### src/iasr_pkg.sv
`default_nettype none

// Shared constants for the target address and soft reset register bank
package iasr_pkg;

  // Register offsets on the serial control bus
  localparam logic [7:0] OWN_ADDR_OFFSET     = 8'h00;
  localparam logic [7:0] RESET_CTRL_OFFSET   = 8'h01;

  // Field positions
  localparam int         SRC_SEL_POS         = 0;    // Address source select
  localparam int         FIELD_LSB           = 1;    // Target address field 7:1
  localparam int         LOGIC_RST_POS       = 0;    // Logic-only reset
  localparam int         FULL_RST_POS        = 1;    // Full logic and register reset
  localparam int         VIDEO_RST_POS       = 4;    // Video input receiver reset

  // Writable bits of the reset register, all others reserved
  localparam logic [7:0] RESET_CTRL_WRITABLE = 8'h13;

  // Reset values
  localparam logic       SRC_SEL_RESET       = 1'b0;
  localparam logic [2:0] RST_BITS_RESET      = 3'h0;
  localparam logic [7:0] UNMAPPED_READ       = 8'h00;

  // Timing
  localparam int CLK_PERIOD_NS      = 50;
  localparam int RESET_PULSE_NS     = 1000;
  localparam int RESET_PULSE_CYCLES = (RESET_PULSE_NS + CLK_PERIOD_NS - 1) / CLK_PERIOD_NS;
  localparam int STRAP_SETTLE       = 3;  // Cycles after release before strap capture

  // Serial target states
  typedef enum logic [2:0] {
    ST_IDLE     = 3'b000,
    ST_ADDR     = 3'b001,
    ST_ADDR_ACK = 3'b010,
    ST_WR_BYTE  = 3'b011,
    ST_WR_ACK   = 3'b100,
    ST_RD_BYTE  = 3'b101,
    ST_RD_ACK   = 3'b110
  } iasr_state_t;

endpackage

`default_nettype wire

### src/iasr_i2c_target.sv
`default_nettype none

// Serial bus target: address match, register pointer, write strobes, reads
module iasr_i2c_target (
  input  wire logic       clk,
  input  wire logic       reset,
  input  wire logic       scl_in,     // Raw clock pin
  input  wire logic       sda_in,     // Raw data pin
  output logic            sda_oe,     // High pulls data low
  input  wire logic [6:0] dev_addr,   // Address to answer at
  output logic [7:0]      reg_ptr,    // Register pointer, auto-increments
  input  wire logic [7:0] rd_data,    // Register content at reg_ptr
  output logic            wr_stb,     // One-cycle write pulse
  output logic [7:0]      wr_addr,    // Write offset
  output logic [7:0]      wr_data     // Write value
);

  logic scl_s1, scl_s2, scl_d;        // Clock pin synchroniser and delay
  logic sda_s1, sda_s2, sda_d;        // Data pin synchroniser and delay
  iasr_pkg::iasr_state_t state;       // Bus state
  logic [3:0] bit_cnt;                // Rising clock edges in this byte
  logic [7:0] shift;                  // Received bits
  logic [7:0] tx;                     // Bits still to send
  logic       rd_mode;                // Read transfer
  logic       first_byte;             // Next written byte is the pointer

  // Two-stage synchronisers; stage two and its delayed copy feed logic
  always_ff @(posedge clk or posedge reset) begin
    if (reset) begin
      {scl_s1, scl_s2, scl_d} <= 3'h7;
      {sda_s1, sda_s2, sda_d} <= 3'h7;
    end else begin
      scl_s1 <= scl_in;
      scl_s2 <= scl_s1;
      scl_d  <= scl_s2;
      sda_s1 <= sda_in;
      sda_s2 <= sda_s1;
      sda_d  <= sda_s2;
    end
  end

  wire start_cond = scl_s2 & scl_d & sda_d & ~sda_s2;
  wire stop_cond  = scl_s2 & scl_d & ~sda_d & sda_s2;
  wire scl_rise   = scl_s2 & ~scl_d;
  wire scl_fall   = ~scl_s2 & scl_d;

  // Bus state machine; data changes only after the clock falls
  always_ff @(posedge clk or posedge reset) begin
    if (reset) begin
      state      <= iasr_pkg::ST_IDLE;
      bit_cnt    <= 4'h0;
      shift      <= 8'h00;
      tx         <= 8'h00;
      rd_mode    <= 1'b0;
      first_byte <= 1'b0;
      sda_oe     <= 1'b0;
      reg_ptr    <= 8'h00;
      wr_stb     <= 1'b0;
      wr_addr    <= 8'h00;
      wr_data    <= 8'h00;
    end else begin
      wr_stb <= 1'b0;
      // Sample on every rising edge
      if (scl_rise) begin
        shift   <= {shift[6:0], sda_s2};
        bit_cnt <= bit_cnt + 4'h1;
      end
      if (start_cond) begin
        // Start or repeated start; pointer is kept
        state   <= iasr_pkg::ST_ADDR;
        bit_cnt <= 4'h0;
        sda_oe  <= 1'b0;
      end else if (stop_cond) begin
        state  <= iasr_pkg::ST_IDLE;
        sda_oe <= 1'b0;
      end else if (scl_fall) begin
        case (state)
          iasr_pkg::ST_ADDR: begin
            // Acknowledge only our own address
            if (bit_cnt == 4'h8 && shift[7:1] == dev_addr) begin
              sda_oe  <= 1'b1;
              rd_mode <= shift[0];
              state   <= iasr_pkg::ST_ADDR_ACK;
            end else if (bit_cnt == 4'h8) begin
              state <= iasr_pkg::ST_IDLE;
            end
          end
          iasr_pkg::ST_ADDR_ACK: begin
            bit_cnt <= 4'h0;
            if (rd_mode) begin
              sda_oe <= ~rd_data[7];
              tx     <= {rd_data[6:0], 1'b0};
              state  <= iasr_pkg::ST_RD_BYTE;
            end else begin
              sda_oe     <= 1'b0;
              first_byte <= 1'b1;
              state      <= iasr_pkg::ST_WR_BYTE;
            end
          end
          iasr_pkg::ST_WR_BYTE: begin
            if (bit_cnt == 4'h8) begin
              sda_oe <= 1'b1;
              state  <= iasr_pkg::ST_WR_ACK;
              if (first_byte) begin
                reg_ptr    <= shift;
                first_byte <= 1'b0;
              end else begin
                wr_stb  <= 1'b1;
                wr_addr <= reg_ptr;
                wr_data <= shift;
                reg_ptr <= reg_ptr + 8'h01;
              end
            end
          end
          iasr_pkg::ST_WR_ACK: begin
            sda_oe  <= 1'b0;
            bit_cnt <= 4'h0;
            state   <= iasr_pkg::ST_WR_BYTE;
          end
          iasr_pkg::ST_RD_BYTE: begin
            if (bit_cnt == 4'h8) begin
              // Release for the controller's acknowledge
              sda_oe  <= 1'b0;
              reg_ptr <= reg_ptr + 8'h01;
              state   <= iasr_pkg::ST_RD_ACK;
            end else begin
              sda_oe <= ~tx[7];
              tx     <= {tx[6:0], 1'b0};
            end
          end
          iasr_pkg::ST_RD_ACK: begin
            // Low bit sampled low means the controller wants more
            if (!shift[0]) begin
              sda_oe  <= ~rd_data[7];
              tx      <= {rd_data[6:0], 1'b0};
              bit_cnt <= 4'h0;
              state   <= iasr_pkg::ST_RD_BYTE;
            end else begin
              state <= iasr_pkg::ST_IDLE;
            end
          end
          default: state <= iasr_pkg::ST_IDLE;
        endcase
      end
    end
  end

endmodule // iasr_i2c_target

`default_nettype wire

### src/iasr_regs.sv
`default_nettype none

// What this block does
// - Hold 7-bit target address, strap default
// - Bit 0 picks strap or programmed address
// - Bit 4 resets video receiver, self-clears
// - Bit 1 resets all logic and registers
// - Bit 0 resets logic and restores the address register
// - Logic-only reset reloads strapped values
// - Logic-only reset restores listed registers
module iasr_regs #(
  parameter int PULSE_CYCLES = iasr_pkg::RESET_PULSE_CYCLES
) (
  input  wire logic       clk,
  input  wire logic       reset,
  input  wire logic       scl_in,
  input  wire logic       sda_in,
  output logic            sda_out,                        // Always low when enabled
  output logic            sda_oe,                         // High pulls data low
  input  wire logic [6:0] address_strap_pin,              // Strapped address level
  output logic [6:0]      active_target_address,          // Address answered at
  output logic            video_rx_reset,                 // Video receiver reset
  output logic            full_logic_and_register_reset,  // Whole-block reset
  output logic            logic_only_reset                // Logic reset, address register restored
);

  logic [6:0] strap_s1, strap_s2;      // Strap synchroniser
  logic [6:0] strap_orig;              // Strap caught after release
  logic [1:0] settle_cnt;              // Wait for synchroniser to fill
  logic       strap_valid;             // Strap has been caught
  logic [6:0] target_address_field;    // Programmed address
  logic       address_source_select;   // 0 strap, 1 programmed
  logic [2:0] rst_bit;                 // {video, full, logic} reset bits
  logic [2:0] rst_req;                 // Write requests for those bits
  logic [7:0] reg_ptr;
  logic [7:0] rd_data;
  logic       wr_stb;
  logic [7:0] wr_addr;
  logic [7:0] wr_data;
  logic       oe_int;

  iasr_i2c_target u_target (
    .clk      (clk),
    .reset    (reset),
    .scl_in   (scl_in),
    .sda_in   (sda_in),
    .sda_oe   (oe_int),
    .dev_addr (active_target_address),
    .reg_ptr  (reg_ptr),
    .rd_data  (rd_data),
    .wr_stb   (wr_stb),
    .wr_addr  (wr_addr),
    .wr_data  (wr_data)
  );

  assign sda_oe = oe_int;

  // Open-drain data: the level driven is always low
  always_ff @(posedge clk or posedge reset) begin
    if (reset) begin
      sda_out <= 1'b0;
    end else begin
      sda_out <= 1'b0;
    end
  end

  // Strap pin synchroniser
  always_ff @(posedge clk or posedge reset) begin
    if (reset) begin
      strap_s1 <= 7'h00;
      strap_s2 <= 7'h00;
    end else begin
      strap_s1 <= address_strap_pin;
      strap_s2 <= strap_s1;
    end
  end

  // Full reset recatches strap
  // Strap is caught after release, never under the asynchronous reset
  always_ff @(posedge clk or posedge reset) begin
    if (reset) begin
      settle_cnt  <= 2'h0;
      strap_valid <= 1'b0;
      strap_orig  <= 7'h00;
    end else if (rst_bit[iasr_pkg::FULL_RST_POS]) begin
      settle_cnt  <= 2'h0;
      strap_valid <= 1'b0;
    end else if (!strap_valid) begin
      if (settle_cnt == 2'(iasr_pkg::STRAP_SETTLE - 1)) begin
        strap_orig  <= strap_s2;
        strap_valid <= 1'b1;
      end else begin
        settle_cnt <= settle_cnt + 2'h1;
      end
    end
  end

  // Reset bit requests, reserved bits dropped
  // Only writable bits
  assign rst_req = {3{wr_stb && wr_addr == iasr_pkg::RESET_CTRL_OFFSET}} &
                   {wr_data[iasr_pkg::VIDEO_RST_POS],
                    wr_data[iasr_pkg::FULL_RST_POS],
                    wr_data[iasr_pkg::LOGIC_RST_POS]};

  // One self-clearing pulse per reset bit
  genvar gi;
  generate
    for (gi = 0; gi < 3; gi++) begin : g_rst
      logic [4:0] cnt;  // Cycles the reset has been held
      always_ff @(posedge clk or posedge reset) begin
        if (reset) begin
          rst_bit[gi] <= iasr_pkg::RST_BITS_RESET[gi];
          cnt         <= 5'h00;
        end else if (rst_req[gi]) begin
          // A new write restarts the pulse
          rst_bit[gi] <= 1'b1;
          cnt         <= 5'h00;
        end else if (rst_bit[gi]) begin
          if (cnt == 5'(PULSE_CYCLES - 1)) begin
            rst_bit[gi] <= 1'b0;
          end else begin
            cnt <= cnt + 5'h01;
          end
        end
      end
    end
  endgenerate

  assign video_rx_reset                = rst_bit[2];
  assign full_logic_and_register_reset = rst_bit[1];
  assign logic_only_reset              = rst_bit[0];

  // Address register; held at default while either digital reset runs
  // Strap reload
  always_ff @(posedge clk or posedge reset) begin
    if (reset) begin
      target_address_field  <= 7'h00;
      address_source_select <= iasr_pkg::SRC_SEL_RESET;
    end else if (rst_bit[0] || rst_bit[1] || !strap_valid) begin
      target_address_field  <= strap_valid ? strap_orig : strap_s2;
      address_source_select <= iasr_pkg::SRC_SEL_RESET;
    end else if (wr_stb && wr_addr == iasr_pkg::OWN_ADDR_OFFSET) begin
      target_address_field  <= wr_data[7:iasr_pkg::FIELD_LSB];
      address_source_select <= wr_data[iasr_pkg::SRC_SEL_POS];
    end
  end

  // Address answered at
  // Source select
  always_ff @(posedge clk or posedge reset) begin
    if (reset) begin
      active_target_address <= 7'h00;
    end else begin
      active_target_address <= address_source_select ? target_address_field : strap_orig;
    end
  end

  // Read mux; unmapped offsets read zero
  always_comb begin
    rd_data = iasr_pkg::UNMAPPED_READ;
    if (reg_ptr == iasr_pkg::OWN_ADDR_OFFSET) begin
      rd_data = {target_address_field, address_source_select};
    end else if (reg_ptr == iasr_pkg::RESET_CTRL_OFFSET) begin
      rd_data = {3'h0, rst_bit[2], 2'h0, rst_bit[1], rst_bit[0]};
    end
  end

  // Checks
  wire own_wr = wr_stb && wr_addr == iasr_pkg::OWN_ADDR_OFFSET;

  a_reserved_zero: assert property (@(posedge clk) disable iff (reset)
    reg_ptr == iasr_pkg::RESET_CTRL_OFFSET |-> (rd_data & ~iasr_pkg::RESET_CTRL_WRITABLE) == 8'h00)
    else $error("Reserved reset bits read nonzero");

  a_video_set: assert property (@(posedge clk) disable iff (reset)
    wr_stb && wr_addr == iasr_pkg::RESET_CTRL_OFFSET && wr_data[4] |=> video_rx_reset)
    else $error("Video reset not started by write");

  a_full_set: assert property (@(posedge clk) disable iff (reset)
    wr_stb && wr_addr == iasr_pkg::RESET_CTRL_OFFSET && wr_data[1]
    |=> full_logic_and_register_reset ##1 !strap_valid)
    else $error("Full reset not started or strap not recaught");

  a_logic_set: assert property (@(posedge clk) disable iff (reset)
    wr_stb && wr_addr == iasr_pkg::RESET_CTRL_OFFSET && wr_data[0] |=> logic_only_reset)
    else $error("Logic reset not started by write");

  a_self_clear: assert property (@(posedge clk) disable iff (reset)
    $rose(video_rx_reset) && !rst_req[2] |-> video_rx_reset[*2] ##[1:40] !video_rx_reset)
    else $error("Video reset did not self clear");

  a_strap_reload: assert property (@(posedge clk) disable iff (reset)
    logic_only_reset && strap_valid && !full_logic_and_register_reset
    |=> target_address_field == $past(strap_orig))
    else $error("Strap value not reloaded");

  a_src_default: assert property (@(posedge clk) disable iff (reset)
    $rose(logic_only_reset) |=> !address_source_select ##1 active_target_address == strap_orig)
    else $error("Address register not restored");

  a_prog_store: assert property (@(posedge clk) disable iff (reset)
    own_wr && strap_valid && !rst_bit[0] && !rst_bit[1]
    |=> {target_address_field, address_source_select} == $past(wr_data))
    else $error("Address register write lost");

  a_src_follow: assert property (@(posedge clk) disable iff (reset)
    address_source_select && $stable(address_source_select) && $stable(target_address_field)
    |=> active_target_address == $past(target_address_field))
    else $error("Programmed address not answered at");

  c_prog_addr: cover property (@(posedge clk) disable iff (reset)
    own_wr && wr_data[0]);
  c_logic_rst: cover property (@(posedge clk) disable iff (reset)
    $fell(logic_only_reset));
  c_full_rst: cover property (@(posedge clk) disable iff (reset)
    $fell(full_logic_and_register_reset));
  c_read_back: cover property (@(posedge clk) disable iff (reset)
    reg_ptr == iasr_pkg::RESET_CTRL_OFFSET && oe_int);

endmodule // iasr_regs

`default_nettype wire

### config.mk
export PLATFORM = sky130hd
export DESIGN_NAME = iasr_regs
export DESIGN_NICKNAME = d
export VERILOG_FILES = /design/src/iasr_pkg.sv /design/src/iasr_i2c_target.sv /design/src/iasr_regs.sv
export SDC_FILE = /design/constraint.sdc
export NUM_CORES = 1
export LEC_CHECK = 0
export ABC_CLOCK_PERIOD_IN_PS = 3000
export BUFFER_PORTS_ARGS = -buffer_cell sky130_fd_sc_hd__buf_4
export CAP_MARGIN = 20
export CORE_AREA = 4 4 108 110
export CTS_BUF_LIST = sky130_fd_sc_hd__clkbuf_8
export DETAILED_ROUTE_END_ITERATION = 12
export DIE_AREA = 0 0 112 114
export PLACE_DENSITY = 0.66
export SYNTH_ARGS = -nofsm -noshare
export SYNTH_HDL_FRONTEND = slang
export SYNTH_SLANG_ARGS = --single-unit
### constraint.sdc
create_clock -name clk -period 3 [get_ports clk]
set_input_delay 0 -clock clk [delete_from_list [all_inputs] [get_ports clk]]
set_output_delay 0 -clock clk [all_outputs]
set_load 0.02 [all_outputs]
==> out/qor.yml <==
ys_seq_area_share_pct: 54.3
vias_per_cell: 5.58
drv_cap: 0
num_vias: 3607
outcome: "completed"
tightest_slew_ns: 0.808
syn_area_um2: 5220
cts_root_buffer: "clkbuf_8"
ant_nets: 0
drv_slew: 0
ys_warn_count: 0
grt_max_degree: 63
hold_path.class: "in2reg"
dieArea_um2: 12800
clkTransAtPathRegs_ns: 0.07
holdWs_ns: 0.225
fin_util_pct: 56.6
initial_core_util_pct: 48.8
gr-usage-all-layers_pct: 18.5
cp_slowest_cell: "nor4b_1"
synth.area.mux_share_pct: 11.0
ys_top_cells_by_area: "dfrtp_1 (51%), mux2_2 (8.0%), xor2_1 (3.7%)"
syn-instance-count: 459
synthAdderAreaFrac_pct: 2.16
start_kind: "register"
synth_xor_area_share_pct: 4.03
synth-simple-area-share_pct: 15.6
ys_seq_elements: 113
cts_tree: "yes"
period_needed_ns: 2.22
setup_tns_ns: 0
antenna_cells: 0
core_area_um2: 10700
p_leak_nw: 2.79
ir_drop_mv: 0.370
row_count: 38
cts_made_buffers: 17
required_ns: 3.37
synthTopCellsByCount: "dfrtp_1 (107), nand2_1 (45), mux2_2 (37), nor2_1 (31), xor2_1 (22)"
end_kind: "register"
cts.sinks: 113
worstPathCellList: "and3b_1 -> nor4b_1 -> a22o_1 -> mux2_2"
skew_ns: 0.0143
finalHoldViolations: 0
cts_setup_buffers: 0
clk_latency_ns: 0.43
synth_flop_cell: "dfrtp_1"
rsz0062_at_grt: "no"
wire_per_inst_um: 17.1
post-route-period-util_pct: 74.0
ctsResizeCount: 0
sw_frac_of_total_pct: 24.0
seq_power_share_pct: 48.6
yosys.area.top_type_share_pct: 51.3
fp.dieH_um: 114
dieWidth_um: 112
pwr-share-clk_pct: 44.1
synth-compound-area-share_pct: 10.1
critPathKind: "reg2reg"
p_int_mw: 2.65
power_switching_mw: 0.839
cp_top_family: "simple AND/OR/NAND/NOR gates"
comb_power_share_pct: 7.2
synth_most_common_cell: "dfrtp_1"
fmax_mhz: 450
finalWirelength_um: 11000
syn_avg_cell_area_um2: 11.4
maxSlewHeadroom_pct: 45.4
clock_path_buffers: 2
powerDensity_nw_per_um2: 576
route.detailed.drc: 0
antenna_found_initial: 0
io_buffers: 21
synth_cell_types: 64
drtPass1Iterations: 4
finalSetupViolCount: 0
synth_top_family_by_area: "simple AND/OR/NAND/NOR gates"
synth_largest_area_cell: "dfrtp_1"
fin_nets: 514
grt_pass1_vias: 3705
h-tree-depth: 4
dp_hpwl_um: 7610
grt-ovfl-total: 0
crit_fanout: 16
area_growth_pct: 16.0
grt_pass1_wl_um: 18700
drive_above_1_share_pct: 21.7
io_pins: 23
synth_nets: 479
drt-initial-drc-count: 162
cpPeakStageDelay_ns: 0.77
fill_cells: 890
cp_num_buf_inv: 0
async_reset_ff_share_pct: 100
finalWeightedCongestion: 0.852
worstPathArrival_ns: 2.59
synth_edf_count: 0
==> path summary, 6_finish.rpt <==
path                       slack (ns)  cells after the start            startpoint                  endpoint
max                              0.78                      4     u_target.state[1]            u_target.tx[3]
min                              0.22                      2  address_strap_pin[0]               strap_s1[0]
max reg2reg                      0.78                      4     u_target.state[1]            u_target.tx[3]
min reg2reg                      0.35                      0       u_target.scl_s1           u_target.scl_s2
max in group asynchronous        1.83                      4                 reset  active_target_address[3]
min in group asynchronous        0.31                      3                 reset               strap_s2[4]
==> sequential cells by signal, summed over array words and instances (netlist names), 7 cells and up <==
| register | cells |
|---|---|
| u_target.reg_ptr | 8 |
| u_target.tx | 7 |
| target_address_field | 7 |
| u_target.shift | 8 |
| strap_orig | 7 |
| strap_s2 | 7 |
| g_rst.cnt | 15 |
| u_target.wr_addr | 8 |
| strap_s1 | 7 |
| u_target.wr_data | 8 |
| active_target_address | 7 |
==> through the flow <==
stage               cell area [um2]  setup slack, ns  cells  total power [mW]
detailed placement             5530            0.827    605              1.97
floorplan                      5220           0.0226    459              1.87
global route                   6060            0.586    646              3.64
finish                         6060            0.780    646              3.49
CTS                            6060            0.784    646              3.51
global placement               5530            0.800    605              1.95
==> routing by layer <==
layer  vias up  wire (um)  global-route usage, %
met5         -          0                      0
met4         0        226                   7.37
met3        20        451                   4.14
met2        81       5510                   30.9
met1      1797       4860                   23.6
li1       1709          -                      -
==> layout make-up <==
cell class	count	area, um2	share of cell area, %
tap	140	175	2.89
clock buffer	19	262	4.32
multi-input combinational	313	2250	37.2
timing repair buffer	37	315	5.21
sequential	113	2840	46.8
clock inverter	12	166	2.75
inverter	12	47.5	0.785
==> cell usage in the layout, fill, tap and decap left out, drive strengths merged, types with 16 or more instances in the layout <==
cell    instances
dfrtp         107
nand2          45
a21oi          17
nor2           31
buf            27
clkbuf         19
xor2           22
mux2           37
mux2i          16
nor2b          16
==> kinds of logic (layout without fill, tap and decap cells) <==
group,Yosys count,in the layout
xor+xnor,24,24
mux,53,53
compound gates,74,74
buf+inv,33,80
simple gates,152,152
fa+ha+maj,9,9
flops,113,113
other cells,1,1
==> power groups by stage <==
stage / combinational [mW] / sequential [mW] / clock [mW]
after CTS: 0.257 / 1.70 / 1.56
after global routing: 0.287 / 1.71 / 1.64
after floorplan: 0.174 / 1.69 / 0
final: 0.253 / 1.70 / 1.54
after global placement: 0.232 / 1.72 / 0
after detailed placement: 0.245 / 1.72 / 0
==> repair_timing <==
action,CTS,global route
hold buffers,10,0
endpoints found under the hold margin,63,0
endpoints found under the setup margin,0,0
Note: power is estimated with default switching activity, not from simulation.
